**src/design/sac_pkg.sv**
```systemverilog
package sac_pkg;

    // Register byte offsets
    localparam logic [7:0] OFF_SCSR = 8'h00;
    localparam logic [7:0] OFF_RES_HIGH = 8'h04;
    localparam logic [7:0] OFF_RES_LOW = 8'h08;
    localparam logic [7:0] OFF_CLK_CFG = 8'h0C;

    // Status/control fields
    localparam int FLAG_POS = 7;
    localparam int IE_POS = 6;
    localparam int REPEAT_POS = 5;

    // Clock configuration fields
    localparam int DIV_POS = 5;
    localparam int SRC_POS = 4;
    localparam int MODE_POS = 2;
    localparam int SETTLE_POS = 0;

    // Reset values
    localparam logic [4:0] SEL_RESET = 5'h1F;
    localparam logic [7:0] CFG_RESET = 8'h04;

    // Input select codes
    localparam logic [4:0] SEL_LAST_PIN = 5'h09;
    localparam logic [4:0] SEL_HIGH_REF = 5'h1D;
    localparam logic [4:0] SEL_LOW_REF = 5'h1E;
    localparam logic [4:0] SEL_POWER_OFF = 5'h1F;
    localparam int PIN_COUNT = 10;

    // Justification codes
    localparam logic [1:0] JUST_TRUNC8 = 2'h0;
    localparam logic [1:0] JUST_RIGHT = 2'h1;
    localparam logic [1:0] JUST_LEFT = 2'h2;
    localparam logic [1:0] JUST_LEFT_SIGN = 2'h3;

    // Converter clock ticks per conversion
    localparam logic [4:0] CONV_TICKS = 5'h10;

    // Bus responses
    localparam logic [1:0] RESP_OKAY = 2'h0;
    localparam logic [1:0] RESP_SLVERR = 2'h2;

    typedef enum logic [1:0] {ST_OFF, ST_IDLE, ST_CONVERT} sac_state_t;

    function automatic logic addr_mapped(input logic [7:0] a);
        return (a == OFF_SCSR) || (a == OFF_RES_HIGH) || (a == OFF_RES_LOW) || (a == OFF_CLK_CFG);
    endfunction

    function automatic logic sel_is_pin(input logic [4:0] s);
        return s <= SEL_LAST_PIN;
    endfunction

endpackage

```
**src/design/sac_if.sv**
```systemverilog
`timescale 1ns/100ps
`default_nettype none
interface sac_if;
    logic tick;
    logic restart;
    logic [2:0] div_sel;
    logic src_sel;
    logic store;
    logic [9:0] raw;
    logic [1:0] mode;
    logic rd_high;
    logic rd_low;
    logic [7:0] high_byte;
    logic [7:0] low_byte;
    modport prescale (input restart, div_sel, src_sel, output tick);
    modport result (input store, raw, mode, rd_high, rd_low, output high_byte, low_byte);
endinterface
`default_nettype wire

```
**src/design/sac_top.sv**
```systemverilog
`timescale 1ns/100ps
`default_nettype none
// Operation
// - Control write aborts and restarts conversion
// - Flag set at end when interrupts off
// - Flag reads zero when interrupts on
// - Interrupt raised at end when enabled
// - Interrupt cleared by data read or control write
// - Reset clears flag, enable, repeat
// - Repeat bit gives continuous conversion
// - Codes zero to nine select pins
// - Codes 1D/1E select high/low reference
// - Reserved codes give undefined result
// - All-ones select powers converter off
// - First conversion after power-off unreliable
// - Interrupt keeps working in wait mode
// - Ten analog inputs shared with pins
// - Conversion ends on the sixteenth converter clock tick
// - High byte read freezes low byte, except in 8-bit truncation mode
// - Two-bit justification selects result format
// - Prescaler divides input clock
module sac_top (
    // Clock and reset
    input wire logic clock_in,
    input wire logic rst_n_in,
    // AXI4-Lite write
    input wire logic [7:0] s_axi_awaddr_in,
    input wire logic s_axi_awvalid_in,
    output logic s_axi_awready_out,
    input wire logic [31:0] s_axi_wdata_in,
    input wire logic [3:0] s_axi_wstrb_in,
    input wire logic s_axi_wvalid_in,
    output logic s_axi_wready_out,
    output logic [1:0] s_axi_bresp_out,
    output logic s_axi_bvalid_out,
    input wire logic s_axi_bready_in,
    // AXI4-Lite read
    input wire logic [7:0] s_axi_araddr_in,
    input wire logic s_axi_arvalid_in,
    output logic s_axi_arready_out,
    output logic [31:0] s_axi_rdata_out,
    output logic [1:0] s_axi_rresp_out,
    output logic s_axi_rvalid_out,
    input wire logic s_axi_rready_in,
    // Analog core and pins
    input wire logic crystal_clock_in,
    input wire logic [9:0] core_result_in,
    output logic [4:0] input_select_out,
    output logic converter_power_out,
    output logic conversion_active_out,
    output logic [9:0] pin_override_out,
    output logic done_irq_out
);
    sac_if conv_if ();

    logic awready_reg, wready_reg, bvalid_reg, arready_reg, rvalid_reg;
    logic aw_held_reg, w_held_reg, w_strb_reg;
    logic [7:0] aw_addr_reg, w_data_reg;
    logic [1:0] bresp_reg, rresp_reg;
    logic [31:0] rdata_reg;
    logic flag_reg, ie_reg, repeat_reg, irq_reg, settle_reg;
    logic [4:0] sel_reg;
    logic [7:0] cfg_reg;
    sac_pkg::sac_state_t state_reg;
    logic [4:0] cnt_reg;
    logic restart_reg, store_reg, done_reg, active_reg;
    logic [9:0] raw_reg;
    logic [9:0] pin_reg;
    logic power_reg;
    logic do_write, wr_scsr, wr_cfg, ar_hs, rd_high, rd_low, data_read, conv_end;
    logic [7:0] scsr_view;

    // Bus handshakes and decode
    assign do_write = aw_held_reg && w_held_reg && !bvalid_reg;
    assign wr_scsr = do_write && w_strb_reg && aw_addr_reg == sac_pkg::OFF_SCSR;
    assign wr_cfg = do_write && w_strb_reg && aw_addr_reg == sac_pkg::OFF_CLK_CFG;
    assign ar_hs = s_axi_arvalid_in && arready_reg;
    assign rd_high = ar_hs && s_axi_araddr_in == sac_pkg::OFF_RES_HIGH;
    assign rd_low = ar_hs && s_axi_araddr_in == sac_pkg::OFF_RES_LOW;
    assign data_read = rd_high || rd_low;
    assign conv_end = state_reg == sac_pkg::ST_CONVERT && conv_if.tick
        && cnt_reg == sac_pkg::CONV_TICKS - 5'h01;
    assign scsr_view = {flag_reg && !ie_reg, ie_reg, repeat_reg, sel_reg};

    always_ff @(posedge clock_in) begin
        if (!rst_n_in) begin
            awready_reg <= 1'b1;
            aw_held_reg <= 1'b0;
            aw_addr_reg <= 8'h00;
        end else if (s_axi_awvalid_in && awready_reg) begin
            awready_reg <= 1'b0;
            aw_held_reg <= 1'b1;
            aw_addr_reg <= s_axi_awaddr_in;
        end else if (do_write) begin
            aw_held_reg <= 1'b0;
        end else if (bvalid_reg && s_axi_bready_in) begin
            awready_reg <= 1'b1;
        end
    end

    always_ff @(posedge clock_in) begin
        if (!rst_n_in) begin
            wready_reg <= 1'b1;
            w_held_reg <= 1'b0;
            w_data_reg <= 8'h00;
            w_strb_reg <= 1'b0;
        end else if (s_axi_wvalid_in && wready_reg) begin
            wready_reg <= 1'b0;
            w_held_reg <= 1'b1;
            w_data_reg <= s_axi_wdata_in[7:0];
            w_strb_reg <= s_axi_wstrb_in[0];
        end else if (do_write) begin
            w_held_reg <= 1'b0;
        end else if (bvalid_reg && s_axi_bready_in) begin
            wready_reg <= 1'b1;
        end
    end

    always_ff @(posedge clock_in) begin
        if (!rst_n_in) begin
            bvalid_reg <= 1'b0;
            bresp_reg <= sac_pkg::RESP_OKAY;
        end else if (do_write) begin
            bvalid_reg <= 1'b1;
            bresp_reg <= sac_pkg::addr_mapped(aw_addr_reg) ? sac_pkg::RESP_OKAY
                : sac_pkg::RESP_SLVERR;
        end else if (s_axi_bready_in) begin
            bvalid_reg <= 1'b0;
        end
    end

    always_ff @(posedge clock_in) begin
        if (!rst_n_in) begin
            arready_reg <= 1'b1;
            rvalid_reg <= 1'b0;
            rdata_reg <= 32'h0000_0000;
            rresp_reg <= sac_pkg::RESP_OKAY;
        end else if (ar_hs) begin
            arready_reg <= 1'b0;
            rvalid_reg <= 1'b1;
            rresp_reg <= sac_pkg::addr_mapped(s_axi_araddr_in) ? sac_pkg::RESP_OKAY
                : sac_pkg::RESP_SLVERR;
            unique case (s_axi_araddr_in)
                sac_pkg::OFF_SCSR: rdata_reg <= {24'h00_0000, scsr_view};
                sac_pkg::OFF_RES_HIGH: rdata_reg <= {24'h00_0000, conv_if.high_byte};
                sac_pkg::OFF_RES_LOW: rdata_reg <= {24'h00_0000, conv_if.low_byte};
                sac_pkg::OFF_CLK_CFG: rdata_reg <= {24'h00_0000, cfg_reg[7:1], settle_reg};
                default: rdata_reg <= 32'h0000_0000;
            endcase
        end else if (rvalid_reg && s_axi_rready_in) begin
            rvalid_reg <= 1'b0;
            arready_reg <= 1'b1;
        end
    end

    always_ff @(posedge clock_in) begin
        if (!rst_n_in) begin
            ie_reg <= 1'b0;
            repeat_reg <= 1'b0;
            sel_reg <= sac_pkg::SEL_RESET;
        end else if (wr_scsr) begin
            ie_reg <= w_data_reg[sac_pkg::IE_POS];
            repeat_reg <= w_data_reg[sac_pkg::REPEAT_POS];
            sel_reg <= w_data_reg[4:0];
        end
    end

    always_ff @(posedge clock_in) begin
        if (!rst_n_in) begin
            cfg_reg <= sac_pkg::CFG_RESET;
        end else if (wr_cfg) begin
            cfg_reg <= {w_data_reg[7:1], 1'b0};
        end
    end

    // Abort and restart on control write
    always_ff @(posedge clock_in) begin
        if (!rst_n_in) begin
            state_reg <= sac_pkg::ST_OFF;
            active_reg <= 1'b0;
            cnt_reg <= 5'h00;
        end else if (wr_scsr) begin
            cnt_reg <= 5'h00;
            active_reg <= w_data_reg[4:0] != sac_pkg::SEL_POWER_OFF;
            state_reg <= (w_data_reg[4:0] == sac_pkg::SEL_POWER_OFF) ? sac_pkg::ST_OFF
                : sac_pkg::ST_CONVERT;
        end else begin
            unique case (state_reg)
                sac_pkg::ST_OFF, sac_pkg::ST_IDLE: cnt_reg <= 5'h00;
                sac_pkg::ST_CONVERT: begin
                    if (conv_end) begin
                        cnt_reg <= 5'h00;
                        state_reg <= repeat_reg ? sac_pkg::ST_CONVERT : sac_pkg::ST_IDLE;
                        active_reg <= repeat_reg;
                    end else if (conv_if.tick) begin
                        cnt_reg <= cnt_reg + 5'h01;
                    end
                end
            endcase
        end
    end

    always_ff @(posedge clock_in) begin
        if (!rst_n_in) begin
            settle_reg <= 1'b1;
        end else if (state_reg == sac_pkg::ST_OFF) begin
            settle_reg <= 1'b1;
        end else if (done_reg) begin
            settle_reg <= 1'b0;
        end
    end

    // Store result, then flag a cycle later
    always_ff @(posedge clock_in) begin
        if (!rst_n_in) begin
            restart_reg <= 1'b0;
            store_reg <= 1'b0;
            done_reg <= 1'b0;
            raw_reg <= 10'h000;
        end else begin
            restart_reg <= wr_scsr;
            store_reg <= conv_end && !wr_scsr;
            done_reg <= store_reg && !wr_scsr;
            if (conv_end) begin
                // Reserved codes sample whatever the core gives
                raw_reg <= core_result_in;
            end
        end
    end

    // Completion flag, set wins over read
    always_ff @(posedge clock_in) begin
        if (!rst_n_in) begin
            flag_reg <= 1'b0;
        end else if (done_reg && !ie_reg) begin
            flag_reg <= 1'b1;
        end else if (data_read) begin
            flag_reg <= 1'b0;
        end
    end

    // Interrupt request, usable to leave wait
    always_ff @(posedge clock_in) begin
        if (!rst_n_in) begin
            irq_reg <= 1'b0;
        end else if (done_reg && ie_reg) begin
            irq_reg <= 1'b1;
        end else if (data_read || wr_scsr) begin
            // Cleared by data read or control write
            irq_reg <= 1'b0;
        end
    end

    // Pin takeover for ten shared inputs
    always_ff @(posedge clock_in) begin
        if (!rst_n_in) begin
            pin_reg <= 10'h000;
            power_reg <= 1'b0;
        end else begin
            // Codes zero to nine pick a pin
            pin_reg <= sac_pkg::sel_is_pin(sel_reg) ? 10'(10'h001 << sel_reg) : 10'h000;
            // Reference codes pass to the core select
            power_reg <= sel_reg != sac_pkg::SEL_POWER_OFF;
        end
    end

    assign conv_if.restart = restart_reg;
    assign conv_if.div_sel = cfg_reg[sac_pkg::DIV_POS +: 3];
    assign conv_if.src_sel = cfg_reg[sac_pkg::SRC_POS];
    assign conv_if.store = store_reg;
    assign conv_if.raw = raw_reg;
    assign conv_if.mode = cfg_reg[sac_pkg::MODE_POS +: 2];
    assign conv_if.rd_high = rd_high;
    assign conv_if.rd_low = rd_low;

    sac_prescale u_prescale (
        .clock_in(clock_in),
        .rst_n_in(rst_n_in),
        .crystal_clock_in(crystal_clock_in),
        .conv_if(conv_if)
    );
    sac_result u_result (
        .clock_in(clock_in),
        .rst_n_in(rst_n_in),
        .res_if(conv_if)
    );

    assign s_axi_awready_out = awready_reg;
    assign s_axi_wready_out = wready_reg;
    assign s_axi_bresp_out = bresp_reg;
    assign s_axi_bvalid_out = bvalid_reg;
    assign s_axi_arready_out = arready_reg;
    assign s_axi_rdata_out = rdata_reg;
    assign s_axi_rresp_out = rresp_reg;
    assign s_axi_rvalid_out = rvalid_reg;
    assign input_select_out = sel_reg;
    assign converter_power_out = power_reg;
    assign conversion_active_out = active_reg;
    assign pin_override_out = pin_reg;
    assign done_irq_out = irq_reg;
endmodule
`default_nettype wire

```
**src/design/sac_prescale.sv**
```systemverilog
`timescale 1ns/100ps
`default_nettype none
module sac_prescale (
    // Clock and reset
    input wire logic clock_in,
    input wire logic rst_n_in,
    // Crystal clock pin
    input wire logic crystal_clock_in,
    // Converter clock link
    sac_if.prescale conv_if
);
    logic [2:0] xtal_sync_reg;
    logic xtal_level_reg;
    logic [3:0] div_cnt_reg;
    logic tick_reg;
    logic src_tick;
    logic [3:0] limit;

    // Three-stage crystal clock synchroniser
    always_ff @(posedge clock_in) begin
        xtal_sync_reg <= {xtal_sync_reg[1:0], crystal_clock_in};
    end

    always_ff @(posedge clock_in) begin
        if (!rst_n_in) begin
            xtal_level_reg <= 1'b0;
        end else if (xtal_sync_reg[1] == xtal_sync_reg[2]) begin
            xtal_level_reg <= xtal_sync_reg[2];
        end
    end

    assign src_tick = conv_if.src_sel ? 1'b1 :
        (xtal_sync_reg[1] == xtal_sync_reg[2]) && xtal_sync_reg[2] && !xtal_level_reg;
    assign limit = conv_if.div_sel[2] ? 4'hF :
        4'((5'h01 << conv_if.div_sel[1:0]) - 5'h01);

    always_ff @(posedge clock_in) begin
        if (!rst_n_in || conv_if.restart) begin
            div_cnt_reg <= 4'h0;
        end else if (src_tick) begin
            div_cnt_reg <= (div_cnt_reg >= limit) ? 4'h0 : div_cnt_reg + 4'h1;
        end
    end

    always_ff @(posedge clock_in) begin
        if (!rst_n_in) begin
            tick_reg <= 1'b0;
        end else begin
            tick_reg <= !conv_if.restart && src_tick && (div_cnt_reg >= limit);
        end
    end

    assign conv_if.tick = tick_reg;
endmodule
`default_nettype wire

```
**src/design/sac_result.sv**
```systemverilog
`timescale 1ns/100ps
`default_nettype none
module sac_result (
    // Clock and reset
    input wire logic clock_in,
    input wire logic rst_n_in,
    // Result link
    sac_if.result res_if
);
    logic [7:0] high_reg;
    logic [7:0] low_reg;
    logic lock_reg;
    logic [9:0] r;

    assign r = res_if.raw;

    always_ff @(posedge clock_in) begin
        if (!rst_n_in) begin
            lock_reg <= 1'b0;
        end else if (res_if.rd_low) begin
            lock_reg <= 1'b0;
        end else if (res_if.rd_high && res_if.mode != sac_pkg::JUST_TRUNC8) begin
            lock_reg <= 1'b1;
        end
    end

    always_ff @(posedge clock_in) begin
        if (!rst_n_in) begin
            high_reg <= 8'h00;
            low_reg <= 8'h00;
        end else if (res_if.store && !lock_reg
                && !(res_if.rd_high && res_if.mode != sac_pkg::JUST_TRUNC8)) begin
            unique case (res_if.mode)
                sac_pkg::JUST_TRUNC8: begin
                    high_reg <= 8'h00;
                    low_reg <= r[9:2];
                end
                sac_pkg::JUST_RIGHT: begin
                    high_reg <= {6'h00, r[9:8]};
                    low_reg <= r[7:0];
                end
                sac_pkg::JUST_LEFT: begin
                    high_reg <= r[9:2];
                    low_reg <= {r[1:0], 6'h00};
                end
                sac_pkg::JUST_LEFT_SIGN: begin
                    high_reg <= {~r[9], r[8:2]};
                    low_reg <= {r[1:0], 6'h00};
                end
            endcase
        end
    end

    assign res_if.high_byte = high_reg;
    assign res_if.low_byte = low_reg;
endmodule
`default_nettype wire

```
**config.mk**
```make
export PLATFORM = sky130hd
export DESIGN_NAME = sac_top
export DESIGN_NICKNAME = d
export VERILOG_FILES = /design/src/design/sac_pkg.sv /design/src/design/sac_if.sv /design/src/design/sac_top.sv /design/src/design/sac_prescale.sv /design/src/design/sac_result.sv
export SDC_FILE = /design/constraint.sdc
export NUM_CORES = 1
export LEC_CHECK = 0
export BUFFER_PORTS_ARGS = -buffer_cell sky130_fd_sc_hd__buf_2
export CAP_MARGIN = 20
export CORE_MARGIN = 5
export CORE_UTILIZATION = 25
export CTS_CLUSTER_DIAMETER = 60
export DETAILED_ROUTE_END_ITERATION = 10
export GPL_TIMING_DRIVEN = 0
export PLACE_DENSITY = 0.43
export SETUP_SLACK_MARGIN = 0.4
export SYNTH_ARGS = -nofsm -noshare
export SYNTH_HDL_FRONTEND = slang
export SYNTH_SLANG_ARGS = --single-unit
```
**constraint.sdc**
```tcl
create_clock -name clock_in -period 2.1 [get_ports clock_in]
set_input_delay 0.315 -clock clock_in [delete_from_list [all_inputs] [get_ports clock_in]]
set_output_delay 0.315 -clock clock_in [all_outputs]
set_load 0.02 [all_outputs]
```
==> results.ini <==
[logic_synthesis]
synth_edf_count = 0
yosys-top-cells-count = 108 x dfxtp_1, 66 x nand2_1, 30 x nand3_1, 28 x a21boi_0
ys_seq_area_frac = 0.464
yosys.cell_types.count = 53
ys_seq_elements = 108
synth_area_leader_cell = dfxtp_1
netlist_instances = 491
synthTopCellsByArea = dfxtp_1 46%, mux2i_1 5.6%, nand2_1 5.3%
synth_top_cell_area_share = 0.464
synthesis.area_um2 = 4660
async_flop_share = 0
yosys_most_used_dff = dfxtp_1
yosys_warnings = 0
synth_most_common_cell = dfxtp_1
avgSynthCellArea_um2 = 9.50

[die]
std_cell_rows = 50
dieArea_um2 = 21500
coreArea_um2 = 18500
pin_count = 129
die_w_um = 147
start_util = 0.252
die_height_um = 147

[hold_path]
hp-start = crystal_clock_in
hp-class = in2reg

[pwr]
cellLeakagePower_uw = 0.00247
pwr_density_cell_nw_per_um2 = 696
ir_drop_mv = 0.368

[routing]
drt_iter0_drc = 168
route.detailed.wl_per_inst_um = 15.2
routed_via_density = 4.45
vias = 3776
firstDrtPassIters = 4
wl_um = 12900
final_antenna_net_count = 0
drc = 0

[place]
dp_hpwl_um = 9850
port-buffer-count = 72
gp_congestion = 0.780

[sta]
drv_slew = 0
max_freq_mhz = 522
tns_ns = 0
worstMarginPinSlew_ns = 0.561
relSlewSlack = 0.626
setup-violations-final = 0
skew_ns = 0.00763
rsz0062_at_grt = yes
finalHoldViolCount = 0
timing.final.crit_share = 0.911
min_period_ns = 1.91

[global_routing]
grt_pass1_vias = 3702
grt_usage = 0.121
grt_first_pass_wirelength_um = 20400
antenna_found_initial = 0
grt_overflow = 0
grt_max_degree = 18

[finish]
nets = 687
diodes = 0
synthToLayoutAreaGrowth_pct = 25.6
post-route-util = 0.316
drive_above_1_share = 0.272

[status]
status = finished clean

[clocking]
cts.clk_slew.worst_paths_ns = 0.07
cts-root-buf = clkbuf_16
htreeDepth = 3
hold_buffers = 0
clock_tree.buffer_depth = 2
cts_buffers = 9
cts_tree = done
clock_latency_ns = 0.35
clkSinkCount = 108

[worst_setup_path]
path_cells = or3_1 > ha_1 > nand2b_4 > a211o_1 > a31o_4 > and3b_1
crit_type = reg2reg
end_kind = flop
slowest_delay_ns = 0.37
worst-path-buf-inv = 0
critical_path_peak_fanout = 5
r2r-start = cfg_reg[5]$_SDFFE_PN0P_
cp-startpoint = cfg_reg[5]$_SDFFE_PN0P_
path_delay_family = simple AND/OR/NAND/NOR gates
crit_slowest_cell = or3_1
required_ns = 2.35
cp-start-kind = flop
critPathArrivalTime_ns = 2.16

[job]
max_cap_viol_count = 0

[routing by layer]
layer,up-vias,track usage,routed length [um]
met5,-,0,0
met4,0,0.0395,180
met3,11,0.0369,677
met2,94,0.188,5620
met1,1761,0.160,6400
li1,1910,-,-
[report_power, final]
group          total, uW  switching (uW)  internal [uW]  leakage (uW)
combinational        341             196            145       0.00145
clock               1610             779            835      0.000138
sequential          2120            35.7           2090      0.000879
total               4080            1010           3070       0.00247
[path summary, 6_finish.rpt]
kind	endpoint	slack, ns	depth (start not counted)
setup / recovery	u_prescale.conv_if.tick$_SDFF_PN0_	0.19	6
hold / removal	u_prescale.xtal_sync_reg[0]$_DFF_P_	0.06	1
setup reg to reg	u_prescale.conv_if.tick$_SDFF_PN0_	0.19	6
hold reg to reg	u_prescale.xtal_sync_reg[1]$_DFF_P_	0.34	0
[kinds of logic (layout without fill, tap and decap cells)]
group / count (synthesis) / after routing / synth area share
AND/OR/NAND/NOR: 183 / 183 / 0.197
flip-flops: 108 / 108 / 0.464
AO/OA/AOI/OAI: 96 / 96 / 0.142
buffers and inverters: 56 / 155 / 0.0716
multiplexers: 35 / 35 / 0.0968
adder cells (fa/ha/maj): 7 / 7 / 0.0188
XOR/XNOR: 5 / 5 / 0.00939
other: 1 / 26 / 0.000804
[final cells by class]
type,count,area (um^2)
Clock inverter,6,40.0
Inverter,3,11.3
Tap cell,234,293
Buffer,53,340
Clock buffer,10,239
Timing Repair Buffer,83,443
Fill cell,1973,12700
Sequential cell,108,2170
Multi-Input combinational cell,352,2320
[stage by stage]
step | instances | total power (uW) | hold WS, ns | instance area, um^2 | setup slack [ns]
finish | 849 | 4080 | 0.0594 | 5860 | 0.186
detailed placement | 822 | 2510 | 0.325 | 5420 | 0.0373
floorplan | 516 | 2390 | 0.310 | 4770 | 0.302
global placement | 822 | 2500 | 0.315 | 5420 | 0.0679
CTS | 843 | 4140 | 0.0417 | 5790 | 0.180
global route | 849 | 4260 | 0.0408 | 5860 | 0.126
[cells in the final DEF (no fill, tap or decap), drive strengths merged, types with 4 or more instances in the layout]
cell / count
dfxtp: 108
nand2b: 12
a22oi: 7
and2: 4
clkbuf: 30
mux4: 8
ha: 7
mux2i: 26
xor2: 4
o31ai: 6
a211oi: 4
nor2: 18
nand3: 30
o21ai: 31
nor3: 5
nor2b: 24
nand2: 66
a21oi: 7
a21boi: 28
clkinv: 5
conb: 26
buf: 116
[repair_timing]
action / 4_1_cts / 5_1_grt
gates resized for setup: 14 / 17
endpoints found under the hold margin: 0 / 0
setup endpoints to repair: 51 / 43
pin swaps: 2 / 2
buffers inserted: 5 / 6
No activity file was read; power rests on OpenSTA's default activity.
